--- src/eeprom_access_consts.vh ---
// Purpose: Shared constants for the byte-wide nonvolatile access controller
// Assumes: APB with 32-bit data, pclk at 10 MHz
// Notes:   Offsets are byte addresses of aligned 32-bit words
`ifndef EEPROM_ACCESS_CONSTS_VH
`define EEPROM_ACCESS_CONSTS_VH

// Bus geometry
`define APB_AW            12
`define APB_DW            32

// Register byte offsets
`define OFF_CTRL          12'h000
`define OFF_ADDR          12'h004
`define OFF_DATA          12'h008
`define OFF_STAT          12'h00C

// Control register bit positions
`define CTL_RD_BIT        0
`define CTL_WS_BIT        1
`define CTL_ARM_BIT       2
`define CTL_IRQ_BIT       3

// Status register bit positions
`define STAT_SPM_BIT      0
`define STAT_BUSY_BIT     1
`define STAT_HALT_BIT     2

// Array geometry: 512 bytes, linear 9-bit address
`define NV_AW             9
`define NV_DW             8
`define NV_DEPTH          512

// Reset values
`define CTRL_RST          1'b0
`define ADDR_RST          9'h000
`define DATA_RST          8'h00
`define WORD_ZERO         32'h0000_0000

// Arming window and CPU halt lengths in pclk cycles
`define ARM_WINDOW_CYC    3'h4
`define ARM_LAST_CYC      3'h1
`define ARM_CNT_ZERO      3'h0
`define WRITE_HALT_CYC    3'h2
`define READ_HALT_CYC     3'h4
`define HALT_ZERO         3'h0
`define HALT_ONE          3'h1

// Write timing on the calibrated 1 MHz oscillator
`define PCLK_FREQ_HZ      10000000
`define OSC_FREQ_HZ       1000000
`define WRITE_TIME_OSC    14'h2100   // 8448 oscillator ticks
`define OSC_DIV_W         4
`define OSC_DIV_LAST      4'h9       // Ten pclk cycles per oscillator tick
`define OSC_DIV_ZERO      4'h0
`define OSC_DIV_ONE       4'h1
`define WTICK_W           14
`define WTICK_ZERO        14'h0000
`define WTICK_ONE         14'h0001

`endif

--- src/nv_byte_array.v ---
// Purpose: 512 x 8 nonvolatile byte array model with registered read
// Assumes: One clock, write and read never in the same cycle
// Notes:   Read data appears one cycle after rd_en
`timescale 1ns/1ns
`include "eeprom_access_consts.vh"

module nv_byte_array (
   input  wire                  pclk,
   input  wire                  presetn,
   input  wire                  wr_en,
   input  wire [`NV_AW-1:0]     wr_addr,
   input  wire [`NV_DW-1:0]     wr_data,
   input  wire                  rd_en,
   input  wire [`NV_AW-1:0]     rd_addr,
   output reg  [`NV_DW-1:0]     rd_data
);

   reg [`NV_DW-1:0] cells [0:`NV_DEPTH-1];

   // Cell programming
   always @(posedge pclk) begin
      if (wr_en) begin
         cells[wr_addr] <= wr_data;
      end
   end

   // Registered read port
   always @(posedge pclk or negedge presetn) begin
      if (!presetn) begin
         rd_data <= `DATA_RST;
      end else if (rd_en) begin
         rd_data <= cells[rd_addr];
      end
   end

endmodule // nv_byte_array

--- src/eeprom_access_control.v ---
// Purpose: APB-controlled access logic for a 512-byte nonvolatile byte array
// Assumes: pclk 10 MHz; self_program_busy synchronous to pclk
// Notes:   Write time counted on a 1 MHz enable derived from pclk
//
// Notes on behaviour
// Strobe while armed starts a byte program
// Strobe without arming does nothing
// Software arms, then strobes within four cycles
// Software waits for strobe and flash idle
// Address and data load in any order
// No programming while flash self-programming busy
// Expired arming window abandons the write
// Software keeps interrupts off during sequence
// Hardware clears write strobe at completion
// Write strobe halts CPU two cycles
// Read strobe fetches addressed byte into data
// Read strobe halts CPU four cycles
// During write, no read, no address change
// Write lasts 8448 cycles of 1 MHz
// Power-down sleep lets active write finish
// Software checks write done before power-down
// Arming bit self-clears after four cycles
// Ready request high while strobe clear, enabled
// Linear 9-bit byte address
// Writing zero to busy strobe ignored
`timescale 1ns/1ns
`include "eeprom_access_consts.vh"

module eeprom_access_control #(
   parameter [`WTICK_W-1:0] WRITE_OSC_TICKS = `WRITE_TIME_OSC
) (
   input  wire                  pclk,
   input  wire                  presetn,
   input  wire                  psel,
   input  wire                  penable,
   input  wire                  pwrite,
   input  wire [`APB_AW-1:0]    paddr,
   input  wire [`APB_DW-1:0]    pwdata,
   output reg  [`APB_DW-1:0]    prdata,
   output reg                   pready,
   output reg                   pslverr,
   input  wire                  self_program_busy,
   input  wire                  sleep_powerdown,
   output reg                   ready_irq,
   output reg                   cpu_halt,
   output reg                   osc_running,
   output reg                   powerdown_held
);

   // Address match, used by every decode below
   function reg_hit;
      input [`APB_AW-1:0] addr;
      input [`APB_AW-1:0] offset;
      begin
         reg_hit = (addr == offset);
      end
   endfunction

   // Software-visible state
   reg                  read_strobe_bit_q;
   reg                  write_strobe_bit_q;
   reg                  write_arm_bit_q;
   reg                  ready_irq_enable_q;
   reg [`NV_AW-1:0]     byte_address_reg_q;
   reg [`NV_DW-1:0]     byte_data_reg_q;

   // Internal sequencing state
   reg [2:0]            arm_cnt_q;
   reg [2:0]            halt_cnt_q;
   reg [2:0]            halt_cnt_d;
   reg [`OSC_DIV_W-1:0] osc_div_q;
   reg [`WTICK_W-1:0]   wtick_q;
   reg [`NV_AW-1:0]     prog_addr_q;
   reg [`NV_DW-1:0]     prog_data_q;
   reg                  rd_pend_q;

   wire [`NV_DW-1:0]    array_rd_data;

   // Bus strobes: a transfer completes at the edge where pready is high
   wire acc_done  = psel & penable & pready;
   wire wr_done   = acc_done & pwrite;
   wire wr_ctrl   = wr_done & reg_hit(paddr, `OFF_CTRL);
   wire wr_addr   = wr_done & reg_hit(paddr, `OFF_ADDR);
   wire wr_data   = wr_done & reg_hit(paddr, `OFF_DATA);
   wire mapped    = reg_hit(paddr, `OFF_CTRL) | reg_hit(paddr, `OFF_ADDR) |
                    reg_hit(paddr, `OFF_DATA) | reg_hit(paddr, `OFF_STAT);

   wire set_arm   = pwdata[`CTL_ARM_BIT];
   wire set_ws    = pwdata[`CTL_WS_BIT];
   wire set_rd    = pwdata[`CTL_RD_BIT];

   // Write start: strobe while armed, idle and flash idle
   wire write_go  = wr_ctrl & set_ws & write_arm_bit_q &
                    ~write_strobe_bit_q & ~self_program_busy;
   // Read start: never while programming
   wire read_go   = wr_ctrl & set_rd & ~write_strobe_bit_q;

   // One-microsecond enable from the pclk divider
   wire osc_tick  = write_strobe_bit_q & (osc_div_q == `OSC_DIV_LAST);
   wire write_end = osc_tick & (wtick_q == WRITE_OSC_TICKS - `WTICK_ONE);

   // Answer cycle: access phase open and no CPU halt left to run
   wire answer    = psel & penable & ~pready & (halt_cnt_d == `HALT_ZERO);

   // APB answer: one wait state, stretched while the CPU is halted
   always @(posedge pclk or negedge presetn) begin
      if (!presetn) begin
         pready <= 1'b0;
      end else begin
         pready <= answer;
      end
   end

   // Read data and error flag captured with the answer
   always @(posedge pclk or negedge presetn) begin
      if (!presetn) begin
         prdata  <= `WORD_ZERO;
         pslverr <= 1'b0;
      end else if (answer) begin
         pslverr <= ~mapped;                                        // Only with pready
         prdata  <= `WORD_ZERO;
         if (!pwrite) begin
            if (reg_hit(paddr, `OFF_CTRL)) begin
               prdata[`CTL_RD_BIT]  <= read_strobe_bit_q;
               prdata[`CTL_WS_BIT]  <= write_strobe_bit_q;
               prdata[`CTL_ARM_BIT] <= write_arm_bit_q;
               prdata[`CTL_IRQ_BIT] <= ready_irq_enable_q;
            end else if (reg_hit(paddr, `OFF_ADDR)) begin
               prdata[`NV_AW-1:0] <= byte_address_reg_q;
            end else if (reg_hit(paddr, `OFF_DATA)) begin
               prdata[`NV_DW-1:0] <= byte_data_reg_q;
            end else if (reg_hit(paddr, `OFF_STAT)) begin
               prdata[`STAT_SPM_BIT]  <= self_program_busy;
               prdata[`STAT_BUSY_BIT] <= write_strobe_bit_q;
               prdata[`STAT_HALT_BIT] <= cpu_halt;
            end
         end
      end else begin
         pslverr <= 1'b0;
      end
   end

   // Arming bit with its four-cycle lifetime
   always @(posedge pclk or negedge presetn) begin
      if (!presetn) begin
         write_arm_bit_q <= `CTRL_RST;
         arm_cnt_q       <= `ARM_CNT_ZERO;
      end else if (wr_ctrl & set_arm & ~set_ws) begin
         write_arm_bit_q <= 1'b1;
         arm_cnt_q       <= `ARM_WINDOW_CYC;
      end else if (arm_cnt_q != `ARM_CNT_ZERO) begin
         arm_cnt_q <= arm_cnt_q - `ARM_LAST_CYC;
         if (arm_cnt_q == `ARM_LAST_CYC) begin
            write_arm_bit_q <= 1'b0;
         end
      end
   end

   // Ready interrupt enable bit
   always @(posedge pclk or negedge presetn) begin
      if (!presetn) begin
         ready_irq_enable_q <= `CTRL_RST;
      end else if (wr_ctrl) begin
         ready_irq_enable_q <= pwdata[`CTL_IRQ_BIT];
      end
   end

   // Write strobe: set on a valid start, cleared only by completion
   always @(posedge pclk or negedge presetn) begin
      if (!presetn) begin
         write_strobe_bit_q <= `CTRL_RST;
      end else if (write_go) begin
         write_strobe_bit_q <= 1'b1;
      end else if (write_end) begin
         write_strobe_bit_q <= 1'b0;
      end
   end

   // Latch target byte and value at the start of programming
   always @(posedge pclk or negedge presetn) begin
      if (!presetn) begin
         prog_addr_q <= `ADDR_RST;
         prog_data_q <= `DATA_RST;
      end else if (write_go) begin
         prog_addr_q <= byte_address_reg_q;
         prog_data_q <= byte_data_reg_q;
      end
   end

   // Calibrated oscillator model: runs only while programming
   always @(posedge pclk or negedge presetn) begin
      if (!presetn) begin
         osc_div_q <= `OSC_DIV_ZERO;
      end else if (!write_strobe_bit_q || osc_tick) begin
         osc_div_q <= `OSC_DIV_ZERO;
      end else begin
         osc_div_q <= osc_div_q + `OSC_DIV_ONE;
      end
   end

   // Programming time in oscillator ticks, unaffected by sleep
   always @(posedge pclk or negedge presetn) begin
      if (!presetn) begin
         wtick_q <= `WTICK_ZERO;
      end else if (write_go || write_end) begin
         wtick_q <= `WTICK_ZERO;
      end else if (osc_tick) begin
         wtick_q <= wtick_q + `WTICK_ONE;
      end
   end

   // Address register, frozen while programming
   always @(posedge pclk or negedge presetn) begin
      if (!presetn) begin
         byte_address_reg_q <= `ADDR_RST;
      end else if (wr_addr & ~write_strobe_bit_q) begin
         byte_address_reg_q <= pwdata[`NV_AW-1:0];
      end
   end

   // Data register: software load or fetched byte
   always @(posedge pclk or negedge presetn) begin
      if (!presetn) begin
         byte_data_reg_q <= `DATA_RST;
      end else if (rd_pend_q) begin
         byte_data_reg_q <= array_rd_data;
      end else if (wr_data) begin
         byte_data_reg_q <= pwdata[`NV_DW-1:0];
      end
   end

   // Read in flight: data lands the cycle after the array read
   always @(posedge pclk or negedge presetn) begin
      if (!presetn) begin
         rd_pend_q <= 1'b0;
      end else begin
         rd_pend_q <= read_go;
      end
   end

   // Read strobe stays visible for the read halt
   always @(posedge pclk or negedge presetn) begin
      if (!presetn) begin
         read_strobe_bit_q <= `CTRL_RST;
      end else if (read_go) begin
         read_strobe_bit_q <= 1'b1;
      end else if (halt_cnt_q == `HALT_ZERO) begin
         read_strobe_bit_q <= 1'b0;
      end
   end

   // Next halt count
   always @* begin
      halt_cnt_d = halt_cnt_q;
      if (write_go) begin
         halt_cnt_d = `WRITE_HALT_CYC;
      end else if (wr_ctrl & set_rd) begin
         halt_cnt_d = `READ_HALT_CYC;
      end else if (halt_cnt_q != `HALT_ZERO) begin
         halt_cnt_d = halt_cnt_q - `HALT_ONE;
      end
   end

   // Halt counter and its flag
   always @(posedge pclk or negedge presetn) begin
      if (!presetn) begin
         halt_cnt_q <= `HALT_ZERO;
         cpu_halt   <= 1'b0;
      end else begin
         halt_cnt_q <= halt_cnt_d;
         cpu_halt   <= (halt_cnt_d != `HALT_ZERO);
      end
   end

   // Ready request while idle and enabled
   always @(posedge pclk or negedge presetn) begin
      if (!presetn) begin
         ready_irq <= 1'b0;
      end else begin
         ready_irq <= ready_irq_enable_q & ~(write_strobe_bit_q & ~write_end);
      end
   end

   // Oscillator kept alive by an active write, even in power-down
   always @(posedge pclk or negedge presetn) begin
      if (!presetn) begin
         osc_running    <= 1'b0;
         powerdown_held <= 1'b0;
      end else begin
         osc_running    <= write_go | (write_strobe_bit_q & ~write_end);
         powerdown_held <= sleep_powerdown &
                           (write_go | (write_strobe_bit_q & ~write_end));
      end
   end

   // Byte array
   nv_byte_array u_array (
      .pclk    (pclk),
      .presetn (presetn),
      .wr_en   (write_end),
      .wr_addr (prog_addr_q),
      .wr_data (prog_data_q),
      .rd_en   (read_go),
      .rd_addr (byte_address_reg_q),
      .rd_data (array_rd_data)
   );

endmodule // eeprom_access_control

--- config.mk ---
export PLATFORM = sky130hd
export DESIGN_NAME = eeprom_access_control
export DESIGN_NICKNAME = d
export VERILOG_FILES = /design/src/nv_byte_array.v /design/src/eeprom_access_control.v
export VERILOG_INCLUDE_DIRS = /design/src /design/src/src
export SDC_FILE = /design/constraint.sdc
export NUM_CORES = 2
export LEC_CHECK = 0
export BUFFER_PORTS_ARGS = -buffer_cell sky130_fd_sc_hd__buf_2
export CORE_UTILIZATION = 28
export CTS_BUF_LIST = sky130_fd_sc_hd__clkbuf_8
export DETAILED_ROUTE_END_ITERATION = 16
export GPL_ROUTABILITY_DRIVEN = 0
export SYNTH_ARGS = -nofsm -noshare
export SYNTH_HDL_FRONTEND = slang
export SYNTH_SLANG_ARGS = --single-unit
--- constraint.sdc ---
create_clock -name pclk -period 8.8 [get_ports pclk]
set_input_delay 0.88 -clock pclk [delete_from_list [all_inputs] [get_ports pclk]]
set_output_delay 0.88 -clock pclk [all_outputs]
set_load 0.01 [all_outputs]
# Word-level counts from Yosys, hierarchy flattened
# Memory sizes are Yosys's and may differ from the RTL's. A register that Yosys moved wholly into a read port is not among the register bits.
# Cells that the tools add are included.
# Widths: inputs -> output; s select.
[op_classes]
addsub = 4
eq_ne = 6
n_mux = 28
n_bitwise = 33
n_reduce_logical = 17
[ops]
columns = ["cell", "n"]
rows = [
  ["$mux 14", 2],
  ["$eq 12x4->1 const B", 2],
  ["$mux 8", 3],
  ["$and 1x1->1", 22],
  ["$mux 3", 7],
  ["$add 14x1->14 const B", 1],
  ["$eq 14x14->1 const B", 1],
  ["$eq 12x3->1 const B", 1],
  ["$logic_not 12->1", 1],
  ["$reduce_bool 2->1", 6],
  ["$mux 1", 11],
  ["$mux 5", 2],
  ["$mux 9", 1],
  ["$reduce_bool 3->1", 3],
  ["$mux 4", 2],
  ["$not 1->1", 7],
  ["$logic_not 3->1", 2],
  ["$sub 3x1->3 const B", 2],
  ["$add 4x1->4 const B", 1],
  ["$eq 4x4->1 const B", 1],
  ["$or 1x1->1", 4],
  ["$eq 3x1->1 const B", 1],
  ["$logic_not 1->1", 2],
  ["$logic_or 1x1->1", 2],
  ["$reduce_and 2->1", 1],
]
[totals]
register_bits = 78
ram_bits = 4096
input_bits = 51
out_inout_bits = 38
word_cells = 109
n_memories = 1
[memory_table]
columns = ["name", "words", "width", "read_ports", "rd_clocked_by_memory_dff", "wr", "line_no", "rtl"]
rows = [
  ["u_array.cells", 512, 8, 1, 1, 1, "nv_byte_array.v:18", "reg [`NV_DW-1:0] cells [0:`NV_DEPTH-1];"],
]

# Longest topological paths before layout
[depth]
depth_word = 12
depth_mapped = 14

# By module
# From an unflattened synthesis, not the netlist that was laid out.
[hier_totals]
cells_unflattened = 7753
area_unflattened_um2 = 162708.6
[modules_own_cells]
columns = ["module", "instances", "cells_each", "area_per_inst_um2"]
rows = [
  ["nv_byte_array", 1, 7423, 158801.1],
  ["eeprom_access_control", 1, 330, 3907.5],
]

# Worst setup path before layout
# No wires, ideal clock.
[synth_timing]
path_kind = "register -> register"
from = "register prog_data_q[0]"
to = "memory u_array.cells[0][0] (netlist name), data pin"
setup_time_ps = 1404
t_arrival_ps = 6062
t_required_ps = 7396
path_slack_ps = 1334
path_stages_with_launch = 1
period_less_slack_ps = 7466
cell_sequence = "dfrtp_1"
[synth_rtl]
columns = ["element", "line_no", "rtl"]
rows = [
  ["start: declaration", "eeprom_access_control.v:74", "reg [`NV_DW-1:0] prog_data_q;"],
  ["start signal: assignment", "eeprom_access_control.v:183", "prog_data_q <= `DATA_RST;"],
  ["start signal: assignment", "eeprom_access_control.v:186", "prog_data_q <= byte_data_reg_q;"],
  ["end: declaration", "nv_byte_array.v:18", ""],
]
# No word-level cell before the write port.

# Worst setup path after layout
[layout_timing]
from = "register osc_div_q[1]"
to = "memory u_array.cells[300][0] (netlist name), enable pin"
[layout_via]
elab_chain_cells = 5
[layout_rtl]
columns = ["element", "line_no", "rtl"]
rows = [
  ["start: declaration", "eeprom_access_control.v:71", "reg [`OSC_DIV_W-1:0] osc_div_q;"],
  ["start signal: assignment", "eeprom_access_control.v:193", "osc_div_q <= `OSC_DIV_ZERO;"],
  ["start signal: assignment", "eeprom_access_control.v:195", "osc_div_q <= `OSC_DIV_ZERO;"],
  ["start signal: assignment", "eeprom_access_control.v:197", "osc_div_q <= osc_div_q + `OSC_DIV_ONE;"],
  ["$eq 4x4->1 (no line)", "n/a", ""],
  ["$and 1x1->1", "eeprom_access_control.v:99", "wire osc_tick = write_strobe_bit_q & (osc_div_q == `OSC_DIV_LAST);"],
  ["$and 1x1->1", "eeprom_access_control.v:100", "wire write_end = osc_tick & (wtick_q == WRITE_OSC_TICKS - `WTICK_ONE);"],
  ["$mux 1", "nv_byte_array.v:22", "if (wr_en) begin"],
  ["$mux 1 (not written as such)", "nv_byte_array.v:23", "cells[wr_addr] <= wr_data;"],
]
# Every way passes these cells.

==> summary.md <==
| Metric | Value |
|---|---|
| Critical path peak fanout | 21 |
| Startpoint types | flop |
| Sw Share | 21.2% |
| Port buffer count | 42 |
| Netlist cell types | 74 |
| Final Cell Area | 184000 um^2 |
| Die X-Extent | 765 um |
| CP max stage cell | nor3_1 |
| Detailed Route WL | 435000 um |
| Max-cap violations | 0 |
| Synth top area share | 75.5% |
| Core area | 578000 um^2 |
| Ys async rst share | 2.06% |
| Rows | 279 |
| PwrDens | 200 nW/um^2 |
| Largest net degree at the start of global routing | 192 |
| Minimum clock period | 5660 ps |
| Critical path's most frequent cell | nor3_1 |
| Flop pwr share | 58.5% |
| Sequential element share of the synthesized area | 76.8% |
| Die H | 765 um |
| Total Power | 36.8 mW |
| #FFs+latches synth | 4182 |
| DR iter-0 viols | 9988 |
| Layout Area Growth over Synthesis | 13.0% |
| Dpl cell area | 172000 um^2 |
| Setup repair bufs after CTS | 0 |
| CP Data Arrival Time | 6480 ps |
| Initial Utilization | 28.2% |
| Net Sw Power | 7.81 mW |
| CP required | 9620 ps |
| Worst slew margin | 11.9% |
| Via count | 81200 |
| Setup TNS | 0 ps |
| Int Power | 29.0 mW |
| RSZ-0062 raised after global routing | false |
| Worst-path cell chain | inv_1 -> ha_1 -> nand4b_1 -> nor3_1 -> nand3_1 -> nor3_1 -> nand3_4 -> buf_4 -> nor2_1 |
| Detailed-route DRC error count | 0 |
| Skew final | 90.9 ps |
| Met3 Wirelength | 41700 um |
| Htree depth | 6 |
| CTS root buffer | clkbuf_8 |
| Setup slack, reg-to-reg | 3140 ps |
| Pre-CTS WS | 3270 ps |
| Vias in the first global route | 82700 |
| Combinational Power Share | 0.4% |
| Clock network fraction of design power | 41.1% |
| CTS Buf Count | 660 |
| GR Overflow Total | 0 |
| CTS tree | done |
| Final WS setup | 3140 ps |
| Final #Nets | 8114 |
| Critical path type | reg -> reg |
| Layout cells sized above 1 | 25.7% |
| Biggest area consumer among synthesized cells | edfxtp_1 |
| Reg clk slew, reported paths | 60 ps |
| Final Cycle Share | 64.3% |
| Ys flop type | edfxtp_1 |
| Worst Tran Pin Value | 1320 ps |
| Top routing layer used | met5 |
| Maximum clock rate | 0.177 GHz |
| Post-route ant nets | 0 |
| Die area | 585000 um^2 |
| Max clock buf depth | 4 |
| Synth warn | 0 |
| Post-Syn Area | 163000 um^2 |
| Max-slew violations | 0 |
| Drt via density | 4.99 |
| Post-synth EDFFs | 4096 |
| CP max stage delay | 1070 ps |
| Mapped Cells | 7622 |
| DRT Pass-1 Iters | 6 |
| Worst Hold Class | in -> reg |
| Final hold vios | 0 |
| Outcome | completed |
| Clock sink count | 4182 |
| Peak VDD IR | 0.151 mV |
| Final count of negative-setup-slack endpoints | 0 |
| Post-DR wirelength/cell | 26.7 um |
| Overall routing resource usage | 14.4% |
| DR WL met2 | 206000 um |
| M1 wire length | 174000 um |
| Area contributors post-synth | edfxtp_1, mux4_2, nor2_1, mux2i_1, dfrtp_1 |
| I/O pin count | 89 |
| Fillers | 54700 |
| Syn_area_per_cell | 21.4 um^2 |
| Antenna violations before repair | 30 |
| Clk Latency, worst-skew pair | 1240 ps |
| Pleak | 44.8 nW |
| First-pass GRT wire length | 615000 um |
| Crit. End Element | flop |
| Hpwl dp | 257000 um |
| Util after Layout | 31.8% |
-- flip-flops by register name, summed over array words and instances (netlist names), 3 cells and up --
register	flops
wtick_q	14
halt_cnt_q	3
u_array.cells	4096
u_array.rd_data	8
prog_addr_q	9
byte_data_reg_q	8
prdata	9
osc_div_q	4
arm_cnt_q	3
byte_address_reg_q	9
prog_data_q	8
-- layer usage --
metal / vias up / GRT usage, %
li1: 32700 / -
met5: - / 0
met1: 43500 / 19.7
met4: 6 / 4.37
met3: 704 / 2.93
met2: 4368 / 23.2
-- final cells by class --
| type | instances | area, um^2 | area share, % |
|---|---|---|---|
| flip-flops and latches | 4182 | 125000 | 68.0 |
| multi-input cells | 2965 | 35300 | 19.2 |
| well taps | 7727 | 9670 | 5.25 |
| clock buffers | 670 | 9220 | 5.01 |
| clock inverters | 485 | 2610 | 1.42 |
| repair buffers | 225 | 1940 | 1.05 |
| inverters | 20 | 97.6 | 0.0530 |
| diodes | 17 | 42.5 | 0.0231 |
-- worst max-delay path, delay by kind of cell (launching register included) --
family | cells | cell delay [ps]
buffers and inverters | 2 | 720
DFF | 1 | 400
adders and majority gates | 1 | 220
and+or+nand+nor | 6 | 3810
-- Yosys cell counts (51+ instances only) --
cell type / count
mux4_2: 1077
o22ai_1: 76
mux2_2: 51
nand2_1: 275
buf_4: 93
mux2i_1: 218
buf_2: 107
edfxtp_1: 4096
nor2_1: 631
nand3_1: 74
dfrtp_1: 86
a21oi_1: 65
clkbuf_1: 193
o21ai_0: 57
-- path summary, 6_finish.rpt --
kind / start / endpoint / depth (start not counted)
hold reg to reg: wtick_q[13] / wtick_q[13] / 1
min in group asynchronous: presetn / osc_div_q[2] / 3
hold / removal: pwrite / prdata[8] / 3
max in group asynchronous: presetn / prog_data_q[1] / 3
setup reg to reg: osc_div_q[1] / u_array.cells[300][0] / 9
setup / recovery: osc_div_q[1] / u_array.cells[300][0] / 9
-- placed cells by master, fill, tap and decap left out, types with 16 or more instances in the layout --
cell type and instances:
nor3_1 27, buf_2 41, buf_12 26, conb_1 23
mux4_2 1077, a21oi_1 65, edfxtp_1 4096, mux2i_1 218
nor4_1 18, a22oi_1 33, buf_4 146, nand3_1 70
mux2_2 51, nand2_1 262, diode_2 17, inv_1 234
o221ai_1 39, clkbuf_8 670, a31oi_1 23, nor2_1 628
inv_8 19, o22ai_1 76, clkinv_2 56, a221oi_1 16
a211oi_1 20, dfrtp_1 71, nor2b_1 18, clkinv_1 142
o21ai_0 57
-- through the flow --
stage | hold slack [ps] | std cells
2_1_floorplan | 437 | 7644
3_3_place_gp | 471 | 15100
3_5_place_dp | 469 | 15100
4_1_cts | 0.176 | 16300
5_1_grt | 66.8 | 16300
6_report | 130 | 16300
-- power groups by stage --
stage	clock [mW]	combinational, mW	sequential [mW]
after detailed placement	0	0.123	22.0
final	15.2	0.130	21.6
after global placement	0	0.123	22.0
after CTS	15.4	0.130	21.6
after global routing	16.2	0.144	21.5
after floorplan	0	0.0848	22.0
-- kinds of logic (layout without fill, tap and decap cells) --
group | after synthesis | after routing | synth area share [%]
compound gates | 436 | 436 | 1.86
xor+xnor | 8 | 8 | 0.0430
fa+ha+maj | 9 | 9 | 0.0691
buf+inv | 497 | 1400 | 1.65
flops | 4182 | 4182 | 76.8
mux | 1346 | 1346 | 16.6
other cells | 1 | 40 | 0.00230
simple gates | 1143 | 1143 | 2.96
-- repair_timing --
action | in CTS | in global routing
resized for setup | 0 | 0
hold endpoints to repair | 32 | 0
hold buffers | 12 | 0
(Power assumes the default switching activity.)
